===== src/inc/vcap_pkg.sv =====
/*
 * constants, field layouts and carrier types of the capture crop and size block.
 * assumes bit 0 of a printed field is the msb of the 32-bit word (bit n = word bit 31-n).
 */
`default_nettype none
package vcap_pkg;
    localparam int          ADDR_W        = 9;
    localparam int          DATA_W        = 32;
    localparam int          PIX_W         = 24;
    localparam int          HCNT_W        = 12;
    localparam int          VCNT_W        = 11;
    localparam int          BUF_DEPTH     = 2;
    localparam logic [8:0]  ADDR_HCROP    = 9'h1C4;
    localparam logic [8:0]  ADDR_VCROP    = 9'h1C8;
    localparam logic [8:0]  ADDR_SIZE     = 9'h1CC;
    // first-half field sits in word bits 27:16, second-half field in 11:0
    localparam int          HI_LSB        = 16;
    localparam int          LO_LSB        = 0;
    localparam logic [31:0] MASK_12       = 32'h0FFF_0FFF;
    localparam logic [31:0] MASK_11       = 32'h07FF_07FF;
    localparam logic [31:0] REG_RESET     = 32'h0000_0000;

    typedef struct packed {
        logic [PIX_W-1:0] data;
        logic             hsync;
        logic             vsync;
    } vid_in_t;

    typedef struct packed {
        logic [PIX_W-1:0] data;
        logic             sof;
        logic             sol;
    } vid_out_t;

    localparam int OUT_W = $bits(vid_out_t);
endpackage
`default_nettype wire


===== src/logic/video_capture_crop_scale_size.sv =====
/*
 * capture crop window and captured-size down-scaler with its processor-port registers.
 * assumes active-high syncs (inactive edge = falling), pixels synchronous to clk,
 * and a receiver that may stall through out_ready.
 */
// Notes on behaviour
// The vertical crop start is an 11-bit line count from the inactive vertical sync edge to the first kept line, held in bits 4 to 15.
// The vertical crop end is an 11-bit line count from the inactive vertical sync edge to the last kept line, held in bits 20 to 31.
// The captured height in lines is an 11-bit field in bits 4 to 15 of the size register.
// The captured width is an 11-bit field in bits 20 to 31 of the size register.
// When the captured size is below the cropped size, an accumulator drops lines and pixels to down-scale automatically.
// The horizontal crop start and end are 12-bit pixel counts from the inactive horizontal sync edge.
// Reserved bits 0 to 3 and 16 to 19 ignore writes and read back as zero.
`timescale 1ns/100ps
`default_nettype none
module video_capture_crop_scale_size
    import vcap_pkg::*;
(
    input  wire logic              clk,        // 40 MHz clock
    input  wire logic              resetn,     // async reset, low
    input  wire logic              reg_cs,     // register port select
    input  wire logic              reg_wr,     // 1 write, 0 read
    input  wire logic [ADDR_W-1:0] reg_addr,   // byte address
    input  wire logic [DATA_W-1:0] reg_wdata,  // write data
    output logic      [DATA_W-1:0] reg_rdata,  // read data, registered
    input  wire logic              vid_valid,  // pixel strobe
    input  wire vid_in_t           vid_in,     // pixel and syncs
    output logic                   vid_ready,  // buffer has room
    output logic                   out_valid,  // captured pixel held
    input  wire logic              out_ready,  // receiver takes
    output vid_out_t               out_pix     // captured pixel
);
    logic [DATA_W-1:0] hcrop_ff, vcrop_ff, size_ff, rdata_ff;
    logic [DATA_W-1:0] nxt_hcrop, nxt_vcrop, nxt_size, nxt_rdata;
    logic              hs_ff, vs_ff, nxt_hs, nxt_vs;
    logic [VCNT_W-1:0] vcnt_ff, nxt_vcnt;
    logic [HCNT_W-1:0] hcnt_ff, nxt_hcnt;
    logic [HCNT_W:0]   vacc_ff, nxt_vacc, hacc_ff, nxt_hacc;
    logic              line_keep_ff, nxt_line_keep;
    logic              sof_ff, nxt_sof, sol_ff, nxt_sol;
    logic              buf_valid;
    vid_out_t          buf_data;
    logic [HCNT_W-1:0] h_start, h_end, crop_w;
    logic [VCNT_W-1:0] v_start, v_end, cap_h, cap_w, crop_h;
    logic              hs_fall, vs_fall;
    logic [VCNT_W-1:0] line_idx;

    function automatic logic [HCNT_W-1:0] fld(input logic [DATA_W-1:0] w, input int lsb);
        fld = w[lsb +: HCNT_W];
    endfunction

    // one accumulator step: true when an output sample is due
    function automatic logic dda_emit(input logic [HCNT_W:0] acc, input logic [HCNT_W:0] step,
                                      input logic [HCNT_W:0] span);
        dda_emit = (acc + step) >= span;
    endfunction

    assign h_start = fld(hcrop_ff, HI_LSB);
    assign h_end   = fld(hcrop_ff, LO_LSB);
    assign v_start = VCNT_W'(fld(vcrop_ff, HI_LSB));
    assign v_end   = VCNT_W'(fld(vcrop_ff, LO_LSB));
    assign cap_h   = VCNT_W'(fld(size_ff, HI_LSB));
    assign cap_w   = VCNT_W'(fld(size_ff, LO_LSB));
    assign crop_w  = h_end - h_start + HCNT_W'(1);
    assign crop_h  = v_end - v_start + VCNT_W'(1);
    assign hs_fall = vid_valid && hs_ff && !vid_in.hsync;
    assign vs_fall = vid_valid && vs_ff && !vid_in.vsync;
    assign line_idx = vcnt_ff + VCNT_W'(1);

    // register port
    always_comb
    begin
        nxt_hcrop = hcrop_ff;
        nxt_vcrop = vcrop_ff;
        nxt_size  = size_ff;
        nxt_rdata = rdata_ff;
        if (reg_cs && reg_wr)
        begin
            unique case (reg_addr)
                ADDR_HCROP: nxt_hcrop = reg_wdata & MASK_12;
                ADDR_VCROP: nxt_vcrop = reg_wdata & MASK_11;
                ADDR_SIZE:  nxt_size  = reg_wdata & MASK_11;
                default:    ;
            endcase
        end
        else if (reg_cs)
        begin
            unique case (reg_addr)
                ADDR_HCROP: nxt_rdata = hcrop_ff;
                ADDR_VCROP: nxt_rdata = vcrop_ff;
                ADDR_SIZE:  nxt_rdata = size_ff;
                default:    nxt_rdata = '0;
            endcase
        end
    end

    always_ff @(posedge clk or negedge resetn)
    begin
        if (!resetn)
        begin
            hcrop_ff <= REG_RESET;
            vcrop_ff <= REG_RESET;
            size_ff  <= REG_RESET;
            rdata_ff <= '0;
        end
        else
        begin
            hcrop_ff <= nxt_hcrop;
            vcrop_ff <= nxt_vcrop;
            size_ff  <= nxt_size;
            rdata_ff <= nxt_rdata;
        end
    end
    assign reg_rdata = rdata_ff;

    // timing counters, crop test and accumulators
    always_comb
    begin
        nxt_hs        = hs_ff;
        nxt_vs        = vs_ff;
        nxt_vcnt      = vcnt_ff;
        nxt_hcnt      = hcnt_ff;
        nxt_vacc      = vacc_ff;
        nxt_hacc      = hacc_ff;
        nxt_line_keep = line_keep_ff;
        nxt_sof       = sof_ff;
        nxt_sol       = sol_ff;
        buf_valid     = 1'b0;
        buf_data      = '{data: vid_in.data, sof: sof_ff, sol: sol_ff};
        if (vid_valid)
        begin
            nxt_hs = vid_in.hsync;
            nxt_vs = vid_in.vsync;
        end
        if (vs_fall)
        begin
            nxt_vcnt      = '0;
            nxt_vacc      = '0;
            nxt_line_keep = 1'b0;
            nxt_sof       = 1'b1;
        end
        else
        begin
            if (hs_fall)
            begin
                nxt_vcnt      = line_idx;
                nxt_hcnt      = '0;
                nxt_hacc      = '0;
                nxt_sol       = 1'b1;
                nxt_line_keep = 1'b0;
                if (line_idx >= v_start && line_idx <= v_end)
                begin
                    if (dda_emit(vacc_ff, (HCNT_W+1)'(cap_h), (HCNT_W+1)'(crop_h)))
                    begin
                        nxt_line_keep = 1'b1;
                        nxt_vacc = vacc_ff + (HCNT_W+1)'(cap_h) - (HCNT_W+1)'(crop_h);
                    end
                    else
                        nxt_vacc = vacc_ff + (HCNT_W+1)'(cap_h);
                end
            end
            // the sample on which hsync drops is already pixel 0 of its line
            if (vid_valid && !vid_in.hsync && !vid_in.vsync)
            begin
                if (nxt_line_keep && nxt_hcnt >= h_start && nxt_hcnt <= h_end)
                begin
                    if (dda_emit(nxt_hacc, (HCNT_W+1)'(cap_w), (HCNT_W+1)'(crop_w)))
                    begin
                        buf_valid = 1'b1;
                        buf_data  = '{data: vid_in.data, sof: nxt_sof, sol: nxt_sol};
                        nxt_hacc  = nxt_hacc + (HCNT_W+1)'(cap_w) - (HCNT_W+1)'(crop_w);
                        nxt_sof   = 1'b0;
                        nxt_sol   = 1'b0;
                    end
                    else
                        nxt_hacc = nxt_hacc + (HCNT_W+1)'(cap_w);
                end
                nxt_hcnt = nxt_hcnt + HCNT_W'(1);
            end
        end
    end

    always_ff @(posedge clk or negedge resetn)
    begin
        if (!resetn)
        begin
            hs_ff        <= 1'b0;
            vs_ff        <= 1'b0;
            vcnt_ff      <= '0;
            hcnt_ff      <= '0;
            vacc_ff      <= '0;
            hacc_ff      <= '0;
            line_keep_ff <= 1'b0;
            sof_ff       <= 1'b0;
            sol_ff       <= 1'b0;
        end
        else
        begin
            hs_ff        <= nxt_hs;
            vs_ff        <= nxt_vs;
            vcnt_ff      <= nxt_vcnt;
            hcnt_ff      <= nxt_hcnt;
            vacc_ff      <= nxt_vacc;
            hacc_ff      <= nxt_hacc;
            line_keep_ff <= nxt_line_keep;
            sof_ff       <= nxt_sof;
            sol_ff       <= nxt_sol;
        end
    end

    // a captured pixel offered while vid_ready is low is dropped; the source should pause
    vcap_pair_buffer #(.WIDTH(OUT_W), .DEPTH(BUF_DEPTH)) u_buf (
        .clk       (clk),
        .resetn    (resetn),
        .in_valid  (buf_valid),
        .in_ready  (vid_ready),
        .in_data   (buf_data),
        .out_valid (out_valid),
        .out_ready (out_ready),
        .out_data  (out_pix)
    );
endmodule // video_capture_crop_scale_size
`default_nettype wire


===== src/logic/vcap_pair_buffer.sv =====
/*
 * two-entry valid/ready buffer for captured pixels.
 * assumes one clock, asynchronous active-low reset.
 */
`timescale 1ns/100ps
`default_nettype none
module vcap_pair_buffer
    import vcap_pkg::*;
#(
    parameter int WIDTH = OUT_W,
    parameter int DEPTH = BUF_DEPTH
)
(
    input  wire logic             clk,     // clock
    input  wire logic             resetn,  // async reset, low
    input  wire logic             in_valid,// word offered
    output logic                  in_ready,// room for a word
    input  wire logic [WIDTH-1:0] in_data, // word in
    output logic                  out_valid,// word held
    input  wire logic             out_ready,// receiver takes
    output logic      [WIDTH-1:0] out_data // oldest word
);
    localparam int PW = $clog2(DEPTH);
    logic [WIDTH-1:0] mem_ff [DEPTH];
    logic [WIDTH-1:0] nxt_mem [DEPTH];
    logic [PW-1:0]    wr_ff, nxt_wr, rd_ff, nxt_rd;
    logic [PW:0]      cnt_ff, nxt_cnt;
    logic             push, pop;

    assign in_ready  = (cnt_ff != (PW+1)'(DEPTH));
    assign out_valid = (cnt_ff != '0);
    assign out_data  = mem_ff[rd_ff];
    assign push      = in_valid && in_ready;
    assign pop       = out_valid && out_ready;

    always_comb
    begin
        nxt_mem = mem_ff;
        nxt_wr  = wr_ff;
        nxt_rd  = rd_ff;
        nxt_cnt = cnt_ff;
        if (push)
        begin
            nxt_mem[wr_ff] = in_data;
            nxt_wr         = (wr_ff == PW'(DEPTH-1)) ? '0 : wr_ff + PW'(1);
        end
        if (pop)
            nxt_rd = (rd_ff == PW'(DEPTH-1)) ? '0 : rd_ff + PW'(1);
        if (push && !pop)
            nxt_cnt = cnt_ff + (PW+1)'(1);
        else if (pop && !push)
            nxt_cnt = cnt_ff - (PW+1)'(1);
    end

    always_ff @(posedge clk or negedge resetn)
    begin
        if (!resetn)
        begin
            for (int i = 0; i < DEPTH; i++)
                mem_ff[i] <= '0;
            wr_ff  <= '0;
            rd_ff  <= '0;
            cnt_ff <= '0;
        end
        else
        begin
            mem_ff <= nxt_mem;
            wr_ff  <= nxt_wr;
            rd_ff  <= nxt_rd;
            cnt_ff <= nxt_cnt;
        end
    end
endmodule // vcap_pair_buffer
`default_nettype wire


===== config.mk =====
export PLATFORM = sky130hd
export DESIGN_NAME = video_capture_crop_scale_size
export DESIGN_NICKNAME = d
export VERILOG_FILES = /design/src/inc/vcap_pkg.sv /design/src/logic/video_capture_crop_scale_size.sv /design/src/logic/vcap_pair_buffer.sv
export SDC_FILE = /design/constraint.sdc
export NUM_CORES = 1
export LEC_CHECK = 0
export ABC_AREA = 1
export CORE_MARGIN = 8
export CORE_UTILIZATION = 36
export CTS_CLUSTER_SIZE = 12
export DETAILED_ROUTE_END_ITERATION = 10
export DONT_BUFFER_PORTS = 1
export HOLD_SLACK_MARGIN = 0.1
export PLACE_DENSITY = 0.47
export SLEW_MARGIN = 0
export SYNTH_ARGS = -nofsm -noshare
export SYNTH_HDL_FRONTEND = slang
export SYNTH_SLANG_ARGS = --single-unit

===== constraint.sdc =====
create_clock -name clk -period 6.9 [get_ports clk]
set_input_delay 1.035 -clock clk [delete_from_list [all_inputs] [get_ports clk]]
set_output_delay 1.035 -clock clk [all_outputs]
set_load 0.005 [all_outputs]

## Word level (Yosys, flattened, before mapping)

Cells that the tools add are included.

| cells by class | value |
|---|---|
| add/sub/neg operators | 14 |
| multiply operators | 0 |
| div/mod/pow operators | 0 |
| magnitude comparators | 9 |
| eq/ne operators | 4 |
| shift-type cells | 0 |
| mux-type cells | 46 |
| bitwise logic cells | 3 |
| reductions and logical operators | 32 |

Operators by type and width:

| operator | count |
|---|---|
| $mux W13 | 9 |
| $mux W26 | 4 |
| $pmux W28 S3 | 1 |
| $bwmux W52 | 1 |
| $mux W12 | 3 |
| $eq A9 B9 Y1 const B | 3 |
| $add A13 B11 Y13 | 2 |
| $demux W26 S1 | 1 |
| $add A12 B1 Y12 const B | 2 |
| $mux W1 | 23 |
| $add A11 B1 Y11 const B | 2 |
| $mux W11 | 2 |
| $logic_and A1 B1 Y1 | 15 |
| $reduce_bool A2 Y1 | 7 |
| $ge A13 B11 Y1 | 1 |
| $ge A13 B12 Y1 | 1 |
| $sub A13 B11 Y13 | 1 |
| $sub A13 B12 Y13 | 1 |
| $ge A12 B12 Y1 | 1 |
| $le A12 B12 Y1 | 1 |
| $sub A12 B12 Y12 | 1 |
| $ge A11 B11 Y1 | 1 |
| $le A11 B11 Y1 | 1 |
| $sub A11 B11 Y11 | 1 |
| other kinds (12) | 23 |

| storage, ports and cells | value |
|---|---|
| bits in registers | 210 |
| latch bits | 0 |
| memory bits (writable) | 0 |
| memory bits (read-only) | 0 |
| input port bits | 73 |
| logic and storage cells | 126 |
| memories kept | 0 |

## Longest topological paths before layout

Gate-level depths: netlist of the first run.

| depth | value |
|---|---|
| depth in word-level cells | 17 |
| gate-level depth with buffers | 32 |
| mapped depth without buffers | 31 |

## By module

A second synthesis of the first run with hierarchy kept.

| unflattened totals | value |
|---|---|
| cells, all modules | 1856 |
| area total of the unflattened synthesis | 14146.1 sq um |

By module, submodules not included:

| module | instances | cells an instance | area an instance (sq um) |
|---|---|---|---|
| video_capture_crop_scale_size | 1 | 1514 | 11439.7 |
| vcap_pair_buffer | 1 | 342 | 2706.3 |

## Worst setup path before layout of the first run

OpenSTA, ideal clock, no wires.

| path | value |
|---|---|
| kind | input port to flip-flop |
| start | in vid_in[1] in the netlist's numbering |
| end | reg u_buf.cnt_ff[1] |
| setup time | 0.131 ns |
| data arrival time | 5.417 ns |
| required time | 6.769 ns |
| path slack | 1.352 ns |
| stages | 32 |
| buffers on the path | 5 |
| cell sequence | inv_1 > nand3_1 > buf_6 > inv_1 > buf_6 > clkbuf_1 > clkbuf_1 > nor2_1 > ha_1 > a21oi_1 > o21ai_0 > a21oi_1 > nor2_1 > nor2_1 > xor2_1 > inv_1 > ha_1 > nand2_1 > nor2_1 > nand3_1 > nand3_2 > nand2_2 > nand4_2 > nand2_2 > inv_2 > nand4_4 > nor2_8 > buf_6 > ha_1 > a21oi_1 > o21ai_0 > xor2_1 |

| on the way | value |
|---|---|
| word-level cells in the longest chain between the ends | 14 |
| elaborated cells between the ends (all ways) | 26 |
| classes of those cells | add/sub: 1; order compare: 3; mux: 11; reduce/logical: 11 |

RTL lines:

| item | line | source |
|---|---|---|
| start: declaration | video_capture_crop_scale_size.sv:27 | `input wire vid_in_t vid_in,` |
| $logic_not A1 Y1 (*) | video_capture_crop_scale_size.sv:66, video_capture_crop_scale_size.sv:163 |  |
| $logic_and A1 B1 Y1 | video_capture_crop_scale_size.sv:66 | `assign hs_fall = vid_valid && hs_ff && !vid_in.hsync;` |
| $mux W13 / $mux W12 (equally long branches) | video_capture_crop_scale_size.sv:144 | `if (hs_fall)` |
| $mux W13 / $mux W12 (equally long branches) | video_capture_crop_scale_size.sv:135 | `if (vs_fall)` |
| $add A13 B11 Y13 / $ge A12 B12 Y1 (equally long branches) | video_capture_crop_scale_size.sv:55, video_capture_crop_scale_size.sv:165 |  |
| $ge A13 B12 Y1 / $logic_and A1 B1 Y1 (equally long branches) | video_capture_crop_scale_size.sv:55, video_capture_crop_scale_size.sv:165 |  |
| $mux W1 / $logic_and A1 B1 Y1 (equally long branches) | video_capture_crop_scale_size.sv:167, video_capture_crop_scale_size.sv:165 |  |
| $mux W1 | video_capture_crop_scale_size.sv:165 | `if (nxt_line_keep && nxt_hcnt >= h_start && nxt_hcnt <= h_end)` |
| $mux W1 (*) | video_capture_crop_scale_size.sv:163 | `if (vid_valid && !vid_in.hsync && !vid_in.vsync)` |
| $mux W1 (*) | video_capture_crop_scale_size.sv:135 |  |
| $logic_and A1 B1 Y1 (*) | vcap_pair_buffer.sv:33 | `assign push = in_valid && in_ready;` |
| net u_buf.push | vcap_pair_buffer.sv:28 | `logic push, pop;` |
| $logic_not A1 Y1 | vcap_pair_buffer.sv:51 | `else if (pop && !push)` |
| $logic_and A1 B1 Y1 | vcap_pair_buffer.sv:51 |  |
| $reduce_bool A2 Y1 (no source line) | - |  |
| end signal: assignment | vcap_pair_buffer.sv:70 | `cnt_ff <= nxt_cnt;` |
| end: declaration | vcap_pair_buffer.sv:27 | `logic [PW:0] cnt_ff, nxt_cnt;` |

The timed path passes the listed nets; every way through them passes the cells marked *. The select of a mux whose other input is x is not followed.
A chain may end at the register's enable or synchronous reset.

## Worst setup path in the final report of the first run

| path | value |
|---|---|
| start | in vid_in[1] in the netlist's numbering |
| end | reg u_buf.cnt_ff[1] |

| on the way | value |
|---|---|
| word-level cells in the longest chain between the ends | 14 |
| elaborated cells between the ends (all ways) | 26 |
| classes of those cells | add/sub: 1; order compare: 3; mux: 11; reduce/logical: 11 |

RTL lines:

| item | line |
|---|---|
| $logic_not A1 Y1 (*) | video_capture_crop_scale_size.sv:66, video_capture_crop_scale_size.sv:163 |
| $logic_and A1 B1 Y1 | video_capture_crop_scale_size.sv:66 |
| $mux W13 / $mux W12 (equally long branches) | video_capture_crop_scale_size.sv:144 |
| $mux W13 / $mux W12 (equally long branches) | video_capture_crop_scale_size.sv:135 |
| $add A13 B11 Y13 / $ge A12 B12 Y1 (equally long branches) | video_capture_crop_scale_size.sv:55, video_capture_crop_scale_size.sv:165 |
| $ge A13 B12 Y1 / $logic_and A1 B1 Y1 (equally long branches) | video_capture_crop_scale_size.sv:55, video_capture_crop_scale_size.sv:165 |
| $mux W1 / $logic_and A1 B1 Y1 (equally long branches) | video_capture_crop_scale_size.sv:167, video_capture_crop_scale_size.sv:165 |
| $mux W1 | video_capture_crop_scale_size.sv:165 |
| $mux W1 (*) | video_capture_crop_scale_size.sv:163 |
| $mux W1 (*) | video_capture_crop_scale_size.sv:135 |
| $logic_and A1 B1 Y1 (*) | vcap_pair_buffer.sv:33 |
| $logic_not A1 Y1 | vcap_pair_buffer.sv:51 |
| $logic_and A1 B1 Y1 | vcap_pair_buffer.sv:51 |
| $reduce_bool A2 Y1 (no source line) | - |

Every way passes the cells marked *; elsewhere a longest branch is shown, timed or not. The select of a mux whose other input is x is not followed.

==> impl_metrics.toml, run 1 <==
[run_status]
status = "finished clean"

[route]
ant_nets = 0
wl_mm = 40.47
route.detailed.drc = 0
routedWlPerCell_um = 17.62
vias = 11460
vias_per_cell = 4.987
dr.pass1.iters = 6
drtIter0Drc = 754

[placement]
placed_cells_incl_taps = 2249
dp_hpwl_mm = 30.35
placed_area_um2 = 14150
globalplace.congestion = 0.8656
port_buffers = 0

[min_path]
min_path_type = "primary input to async pin"

[grt]
grt_max_degree = 203
overflow = 0
antenna_found_initial = 0
grt_usage_pct = 18.25
grt_pass1_wl_mm = 64.52
grt_pass1_vias = 11290

[clock_network]
htree_levels = 1
cts_root_buf = "clkbuf_16"
cts_tree = "yes"
numCtsBuffers = 27
cts.repair.resized = 0
cts.hold.buffers_added = 0
insertion_delay_ns = 0.56
post-cts-setup-buffers = 0
numClockSinks = 202
clockBufferDepth = 3
cts.clk_slew.worst_paths_ns = 0.05

[setup_path]
cp_common_cell = "nand2_1"
worst-setup-path-type = "primary input to flip-flop"
crit_slowest_cell = "fa_1"
reg2reg_from = "vcrop_ff[19]"
crit_arrival_ns = 5.81
reg2reg_slack_ns = 1.55
cp.required_ns = 7.32
worstPathMaxFanout = 22
cp-end-kind = "flip-flop"
slowest_delay_ns = 0.40
start_kind = "primary input"
rr_worst_depth = 30
r2r-end = "u_buf.cnt_ff[1]"

[finish]
final_area_um2 = 15070
areaGrowthSynthToFinish_pct = 9.419
n_fill_cell = 4037
drive_above_1_share_pct = 4.815
antenna-diode-count = 0
finalNetCount = 1980
instances_no_fill = 2297

[yosys]
synthSimpleGateAreaFrac_pct = 25.00
synthCells = 1785
synth_top_area_share_pct = 36.69
yosys.area.top_type = "dfrtp_1"
ys_ff_latch = 202
synthXorXnorAreaFrac_pct = 5.023
yosys-top-cells-count = "499 x nand2_1, 202 x dfrtp_1, 194 x inv_1, 145 x o21ai_0, 134 x ha_1"
yosys-top-cells-area = "dfrtp_1 37%, nand2_1 14%, ha_1 12%"
synth_warnings = 0
synth_fa_ha_area_share_pct = 13.04
synthMuxAreaShare_pct = 0.2361
synth_top_family_by_area = "simple AND/OR/NAND/NOR gates"
ys_seq_area_share_pct = 36.69
synth_compound_area_share_pct = 11.85
yosys.cell_types.count = 54
post-synth-top-count-cell = "nand2_1"
ys_async_sr_fraction_pct = 100.0
syn_avg_cell_area_um2 = 7.717
synth_area_um2 = 13780
dominantRegCellSynth = "dfrtp_1"
synth_edf_count = 0

[timing]
fin_crit_ns = 5.391
fin_crit_sh_pct = 78.13
finalHoldViolations = 0
report.final.slew_viol_count = 0
slew_headroom_pct = 24.65
fmax_ghz = 0.1855
grt_setup_unrepaired = "false"
finClkSkew_ns = 0.02710
worst-slew-pin-transition_ns = 1.126
totalNegativeSetupSlack_ns = 0
setup_violations = 0

[floorplanning]
fp.dieW_um = 211.6
die_area_um2 = 44780
die_h_um = 211.6
ios = 133
rows = 71
start_util_pct = 36.57
core_region_area_um2 = 37670

[power_and_ir_drop]
p_per_area_nw_per_um2 = 310.5
p_leak_nw = 7.630
report.power.total_mw = 4.681
ir_drop_mv = 0.2181

[job]
max-cap-violations = 0
-- cell usage in the layout (no fill, tap or decap), drive strengths merged, types with 11 or more instances in the layout --
cell type / synthesis / routed
nor2: 127 / 127
o21ai: 159 / 159
nand4: 29 / 29
inv: 201 / 202
clkbuf: 38 / 39
nor3: 11 / 11
a21oi: 72 / 72
nand2: 505 / 505
xor2: 51 / 51
xnor2: 28 / 28
nand3: 117 / 117
ha: 134 / 134
dfrtp: 202 / 202
-- area by class of cell --
class | count | area, um^2 | share of cell area, %
multi-input cells | 1324 | 7627 | 50.60
flip-flops and latches | 202 | 5055 | 33.54
clock buffers | 39 | 760.7 | 5.047
inverters | 202 | 758.2 | 5.030
well taps | 511 | 639.4 | 4.242
clock inverters | 9 | 157.7 | 1.046
repair buffers | 10 | 75.07 | 0.4980
-- through the flow --
stage	hold WS [ns]	setup WS, ns	utilization [%]
6_report	0.2033	1.509	40.02
5_1_grt	0.1709	0.8056	40.02
4_1_cts	0.1617	1.491	40.02
3_5_place_dp	0.4582	0.9097	37.58
3_3_place_gp	0.4533	0.9461	37.58
2_1_floorplan	0.4417	1.352	-
-- report_power, final --
group | total (mW) | switching [mW] | internal, mW
registers | 1.39 | 0.0775 | 1.32
logic | 1.83 | 1.19 | 0.640
clock network | 1.46 | 0.552 | 0.911
total | 4.68 | 1.81 | 2.87
-- worst max path at each step --
stage | depth (start not counted) | endpoint | from | slack [ns]
after detailed placement | 29 | u_buf.cnt_ff[1] | vid_in[1] | 0.91
final | 29 | u_buf.cnt_ff[1] | vid_in[1] | 1.51
after floorplan | 32 | u_buf.cnt_ff[1] | vid_in[1] | 1.35
after CTS | 29 | u_buf.cnt_ff[1] | vid_in[1] | 1.49
after global placement | 29 | u_buf.cnt_ff[1] | vid_in[1] | 0.95
after global routing | 30 | u_buf.cnt_ff[1] | vcrop_ff[19] | 0.81
-- state kept, by name, indices dropped and copies added, names as in the netlist --
| name | count |
|---|---|
| hs_ff | 1 |
| vcrop_ff | 22 |
| line_keep_ff | 1 |
| vcnt_ff | 11 |
| u_buf.rd_ff | 1 |
| size_ff | 22 |
| hacc_ff | 13 |
| hcrop_ff | 24 |
| u_buf.cnt_ff | 2 |
| sof_ff | 1 |
| reg_rdata | 24 |
| vacc_ff | 13 |
| sol_ff | 1 |
| hcnt_ff | 12 |
| u_buf.wr_ff | 1 |
| u_buf.mem_ff | 52 |
| vs_ff | 1 |
-- worst max-delay path: cells and delay by family --
| family | cells | cell delay [ns] |
|---|---|---|
| AND/OR/NAND/NOR | 15 | 1.75 |
| XOR/XNOR | 2 | 0.39 |
| AO/OA/AOI/OAI | 3 | 0.40 |
| adder cells (fa/ha/maj) | 4 | 1.19 |
| buffers and inverters | 5 | 1.01 |
-- logic make-up (layout without fill, tap and decap cells) --
logic type	after synthesis	in the layout
fa+ha+maj	140	140
simple gates	802	802
flops	202	202
xor+xnor	79	79
compound gates	292	292
mux	3	3
other cells	1	8
buf+inv	266	260
-- routing by layer --
layer,GRT usage [%],wire length (um),up-vias
li1,-,-,5820
met1,24.81,19080,5411
met2,30.27,18910,184
met3,2.381,1486,40
met4,4.769,997,0
met5,0,0,-
No activity file was read; power rests on OpenSTA's default activity.
==> run 2, diff against run 1 <==
ABC_AREA = 0   (was 1)
clock period = 5.06 ns   (was 6.9 ns; I/O delays follow)
==> impl_metrics.toml, run 2 <==
[clock_network]
numClockSinks = 202
insertion_delay_ns = 0.55
cts_tree = "yes"
numCtsBuffers = 26
htree_levels = 1
clockBufferDepth = 3
cts.clk_slew.worst_paths_ns = 0.06
cts_root_buf = "clkbuf_16"

[yosys]
synthSimpleGateAreaFrac_pct = 11.23
ys_seq_area_share_pct = 37.47
synthMuxAreaShare_pct = 13.74
synth_area_um2 = 13490
yosys.area.top_type = "dfrtp_1"
synth_top_family_by_area = "compound AO/OA/AOI/OAI gates"
synth_edf_count = 0
synth_compound_area_share_pct = 14.60
synthXorXnorAreaFrac_pct = 5.194
synth_warnings = 0
ys_ff_latch = 202
syn_avg_cell_area_um2 = 9.898
synth_fa_ha_area_share_pct = 13.32
yosys-top-cells-area = "dfrtp_1 37%, ha_1 12%, mux2_2 8.1%"
synthCells = 1363
synth_top_area_share_pct = 37.47
ys_async_sr_fraction_pct = 100.0
yosys-top-cells-count = "202 x dfrtp_1, 134 x ha_1, 119 x a21oi_1, 100 x nor2_1, 97 x mux2_2"
dominantRegCellSynth = "dfrtp_1"
post-synth-top-count-cell = "dfrtp_1"
yosys.cell_types.count = 70

[setup_path]
cp_top_family = "compound AO/OA/AOI/OAI gates"
start_kind = "flip-flop"
worst-path-buf-inv = 4
crit_arrival_ns = 5.29
crit_slowest_cell = "dfrtp_1"
worstPathMaxFanout = 13
crit_start = "hcrop_ff[17]"
cp.required_ns = 5.47
cp_common_cell = "a21oi_2"
worst-setup-path-type = "flip-flop to flip-flop"
slowest_delay_ns = 0.42
cp-end-kind = "flip-flop"
path_cells = "ha_1 > inv_1 > ha_2 > fa_2 > a21o_1 > a21oi_2 > o21bai_1 > a21oi_2 > o21ai_1 > a21o_1 > a21oi_2 > xnor2_1 > ha_1 > nand3_2 > nor4_4 > a2111oi_4 > buf_4 > or3_4 > a211oi_4 > buf_12 > buf_16 > mux2_4"
reg2reg_from = "hcrop_ff[17]"

[finish]
areaGrowthSynthToFinish_pct = 15.55
final_area_um2 = 15590
n_fill_cell = 3699
final_cell_mix = "202 x dfrtp_1, 129 x ha_1, 111 x a21oi_1, 99 x nor2_1, 97 x mux2_2"
drive_above_1_share_pct = 19.87
finalNetCount = 1629
regMostFlops = "u_buf.mem_ff"
largest_reg_flops = 52
final_common_cell = "dfrtp_1"
instances_no_fill = 1909

[route]
drtIter0Drc = 488
vias_per_cell = 5.231
routedWlPerCell_um = 19.99
wl_mm = 38.16
vias = 9986
dr.pass1.iters = 4
ant_nets = 0
route.detailed.drc = 0

[placement]
dp_hpwl_mm = 28.51
placed_area_um2 = 14490
pre_cts_ws_ns = -0.07053
port_buffers = 0
globalplace.congestion = 0.8516
placed_cells_incl_taps = 1851

[floorplanning]
core_region_area_um2 = 37310
rows = 71
die_area_um2 = 43920
ios = 133
start_util_pct = 36.16
die_h_um = 209.6
fp.dieW_um = 209.6

[power_and_ir_drop]
report.power.total_mw = 5.577
p_clk_share_pct = 34.8
pwr-share-comb_pct = 33.1
p_per_area_nw_per_um2 = 357.7
p_leak_nw = 7.552
p_int_mw = 3.755
seq_power_share_pct = 32.1
p_sw_mw = 1.821
ir_drop_mv = 0.2580
swShare_pct = 32.66

[grt]
grt_pass1_wl_mm = 59.83
overflow = 0
grt_usage_pct = 17.22
grt_pass1_vias = 10160
antenna_found_initial = 1
grt_max_degree = 203

[timing]
totalNegativeSetupSlack_ns = 0
slew_headroom_pct = 27.11
fmax_ghz = 0.2052
setup_violations = 0
finalWorstSetupSlack_ns = 0.1861
fin_crit_sh_pct = 96.32
report.final.slew_viol_count = 0
worst-slew-pin-transition_ns = 1.091
finClkSkew_ns = 0.02306
whs_ns = -0.08036
finalHoldViolations = 89
fin_crit_ns = 4.874

[min_path]
min_path_type = "primary input to async pin"

[job]
max-cap-violations = 0

[run_status]
status = "complete, but fails checks"
violations = "hold timing"
-- run 2: changes by cell type in the layout (fill, tap and decap cells not counted), moves of 56 or more --
cell     delta
buf_4      +56
inv_1     -106
mux2_2     +95
nand2_1   -418
nand3_1    -92
o21ai_0    -81
-- run 2: cell families after synthesis --
group                      Yosys count
DFF                                202
buffers and inverters              145
AOI/OAI and AO/OA                  314
adders and majority gates          140
other                                1
and+or+nand+nor                    319
muxes                              162
xor gates and xnor gates            80
-- run 2: final timing paths --
check / end / cells after the start / slack [ns]
setup / recovery: u_buf.mem_ff[50] / 22 / 0.19
hold / removal: hacc_ff[2] / 0 / -0.08
setup reg to reg: u_buf.mem_ff[50] / 22 / 0.19
hold reg to reg: hcnt_ff[3] / 1 / 0.48
max in group asynchronous: u_buf.mem_ff[47] / 0 / 4.56
min in group clk: hcrop_ff[17] / 2 / 0.33
-- run 2: routing by layer --
layer | track usage (%) | up-vias | wire length (um)
met5 | 0 | - | 0
met4 | 4.374 | 0 | 706
met3 | 2.387 | 43 | 1102
met2 | 29.86 | 102 | 18780
met1 | 22.31 | 4902 | 17570
li1 | - | 4939 | -
-- run 2: timing repair --
action                                  4_1_cts  5_1_grt
gates cloned                                  1        1
buffers inserted                              1        8
gates resized for setup                       6       21
pin swaps                                     2       17
endpoints found under the setup margin       27       74
hold endpoints to repair                    202      202
-- run 2: through the flow --
| stage | utilization, % | hold slack [ns] |
|---|---|---|
| final | 41.78 | -0.08036 |
| after global routing | 41.78 | -0.1075 |
| after CTS | 41.42 | -0.1096 |
| after detailed placement | 38.82 | 0.4679 |
| after global placement | 38.82 | 0.4607 |
| after floorplan | - | 0.4452 |
-- run 2: final cells by class --
| class | count | area (um^2) | share of cell area, % |
|---|---|---|---|
| clock inverter | 7 | 91.34 | 0.5859 |
| antenna | 1 | 2.502 | 0.01605 |
| timing repair buffer | 72 | 626.9 | 4.021 |
| sequential | 202 | 5055 | 32.43 |
| clock buffer | 39 | 810.8 | 5.201 |
| inverter | 91 | 341.6 | 2.191 |
| multi-input combinational | 1023 | 8068 | 51.75 |
| tap | 474 | 593.1 | 3.804 |
-- run 2: power groups by stage --
| stage | Sequential, mW | Combinational, mW | Clock (mW) |
|---|---|---|---|
| floorplan | 1.79 | 1.31 | 0 |
| global placement | 1.82 | 1.77 | 0 |
| detailed placement | 1.82 | 1.79 | 0 |
| CTS | 1.79 | 1.81 | 2.01 |
| global route | 1.80 | 2.06 | 2.07 |
| finish | 1.79 | 1.85 | 1.94 |
-- run 2: worst reg2reg max path: stages, from the launching register on --
cell,delay [ns]
dfrtp_1,0.42
ha_1,0.29
inv_1,0.04
ha_2,0.19
fa_2,0.36
a21o_1,0.17
a21oi_2,0.16
o21bai_1,0.10
a21oi_2,0.15
o21ai_1,0.11
a21o_1,0.20
a21oi_2,0.15
xnor2_1,0.11
ha_1,0.35
nand3_2,0.10
nor4_4,0.31
a2111oi_4,0.10
buf_4,0.17
or3_4,0.39
a211oi_4,0.20
buf_12,0.17
buf_16,0.17
mux2_4,0.31
==> run 3, diff against run 2 <==
BUFFER_PORTS_ARGS = -buffer_cell sky130_fd_sc_hd__buf_2   (was not set)
DONT_BUFFER_PORTS = not set   (was 1)
PLACE_DENSITY = 0.5   (was 0.47)
==> impl_metrics.toml, run 3 (synthesis results as in run 2) <==
[floorplanning]
core_region_area_um2 = 37310
rows = 71
ios = 133
start_util_pct = 36.16
die_area_um2 = 43920
die_h_um = 209.6
fp.dieW_um = 209.6

[placement]
port_buffers = 116
dp_hpwl_mm = 28.82
globalplace.congestion = 0.8517
placed_cells_incl_taps = 1994

[route]
drtIter0Drc = 434
vias_per_cell = 5.133
route.detailed.drc = 0
dr.pass1.iters = 4
vias = 10550
top_layer_used = "met4"
drt-met1-wl_mm = 17.42
wl_mm = 38.04
dr_wl_met2_mm = 18.84
routedWlPerCell_um = 18.51
wl_met3_mm = 1.054
ant_nets = 0

[grt]
grt_max_degree = 127
grt_pass1_vias = 11000
grt_pass1_wl_mm = 60.64
antenna_found_initial = 0
overflow = 0
grt_usage_pct = 17.13

[min_path]
min_path_type = "primary input to async pin"

[power_and_ir_drop]
seq_power_share_pct = 32.1
p_int_mw = 3.670
p_per_area_nw_per_um2 = 338.3
p_leak_nw = 8.209
p_clk_share_pct = 31.2
pwr-share-comb_pct = 36.8
ir_drop_mv = 0.2238
p_sw_mw = 1.889
swShare_pct = 33.97

[clock_network]
cts.hold.buffers_added = 0
clockBufferDepth = 3
numClockSinks = 202
numCtsBuffers = 25
cts_tree = "yes"
insertion_delay_ns = 0.53
cts.clk_slew.worst_paths_ns = 0.06
htree_levels = 1
cts_root_buf = "clkbuf_16"

[setup_path]
crit_start = "vcrop_ff[1]"
reg2reg_slack_ns = 0.21
slowest_delay_ns = 0.37
worst-setup-path-type = "flip-flop to flip-flop"
reg2reg_from = "vcrop_ff[1]"
crit_arrival_ns = 5.26
cp.required_ns = 5.47
start_kind = "flip-flop"
crit_slowest_cell = "dfrtp_1"
cp-end-kind = "flip-flop"
worstPathMaxFanout = 6

[timing]
setup_violations = 0
fin_crit_sh_pct = 95.75
fin_crit_ns = 4.845
slew_headroom_pct = 29.34
worst-slew-pin-transition_ns = 1.058
report.final.slew_viol_count = 0
grt_setup_unrepaired = "true"
finClkSkew_ns = 0.01308
finalHoldViolations = 0
fmax_ghz = 0.2064

[finish]
final_cell_mix = "202 x dfrtp_1, 127 x ha_1, 115 x buf_2, 110 x a21oi_1, 99 x nor2_1"
fin_util_pct = 44.04
instances_no_fill = 2055
finalNetCount = 1780
antenna-diode-count = 0
areaGrowthSynthToFinish_pct = 21.80
largest_reg_flops = 52
final_common_cell = "dfrtp_1"
drive_above_1_share_pct = 27.77
regMostFlops = "u_buf.mem_ff"

[job]
max-cap-violations = 0

[run_status]
status = "finished clean"
==> run 3: changes by cell type in the layout (fill, tap and decap cells not counted), moves of 3 or more <==
cell and change:
o21ai_1 -3, buf_12 +7, clkbuf_8 -4, buf_4 +31
buf_2 +115, clkbuf_1 +3
==> run 3: power groups by stage <==
stage | Clock [mW] | Sequential (mW) | Combinational, mW
finish | 1.73 | 1.78 | 2.04
global route | 1.85 | 1.80 | 2.30
CTS | 1.80 | 1.78 | 1.99
detailed placement | 0 | 1.81 | 1.93
global placement | 0 | 1.81 | 1.92
floorplan | 0 | 1.79 | 1.31
==> run 3: final cells by class <==
cell class                 count  area, um^2
sequential                   202        5055
multi-input combinational   1023        8132
timing repair buffer         224        1535
inverter                      91       341.6
fill                        3656       20880
clock inverter                 5       58.81
clock buffer                  36       716.9
tap                          474       593.1
==> run 3: worst max-delay path, delay by kind of cell, from the launching register on <==
kind	cells	cell delay, ns
compound gates	10	1.35
xor+xnor	1	0.19
fa+ha+maj	4	0.99
buf+inv	9	0.95
flops	1	0.37
mux	1	0.29
simple gates	3	0.57
==> run 3: routing by layer <==
metal | up-vias | GRT usage [%]
met5 | - | 0
met4 | 0 | 4.471
met3 | 41 | 2.148
met1 | 5151 | 22.20
met2 | 114 | 29.80
li1 | 5243 | -
==> run 3: path summary, 6_finish.rpt <==
check | to | cells after the start
max | u_buf.mem_ff[28] | 28
max reg2reg | u_buf.mem_ff[28] | 28
min in group clk | hcrop_ff[11] | 3
min | u_buf.mem_ff[16] | 1
max in group asynchronous | hcrop_ff[5] | 2
min reg2reg | hcnt_ff[11] | 1
==> run 3: what timing repair did <==
| item | CTS | global route |
|---|---|---|
| setup buffers | 6 | 14 |
| setup endpoints to repair | 51 | 73 |
| gates resized for setup | 6 | 32 |
| cloned | 0 | 1 |
| pin swaps | 5 | 30 |
==> run 3: through the flow <==
stage	TNS, ns	worst slack, ns	power (mW)	area [um^2]	hold WS [ns]
after detailed placement	-4.167	-0.1972	3.742	15340	0.4684
after floorplan	0	0.009883	3.103	13680	0.4452
after CTS	-0.003839	-0.003839	5.565	16200	0.4009
after global routing	-0.01305	-0.01305	5.945	16430	0.4259
final	0	0.2149	5.559	16430	0.3164
after global placement	-3.532	-0.1970	3.728	15340	0.4616
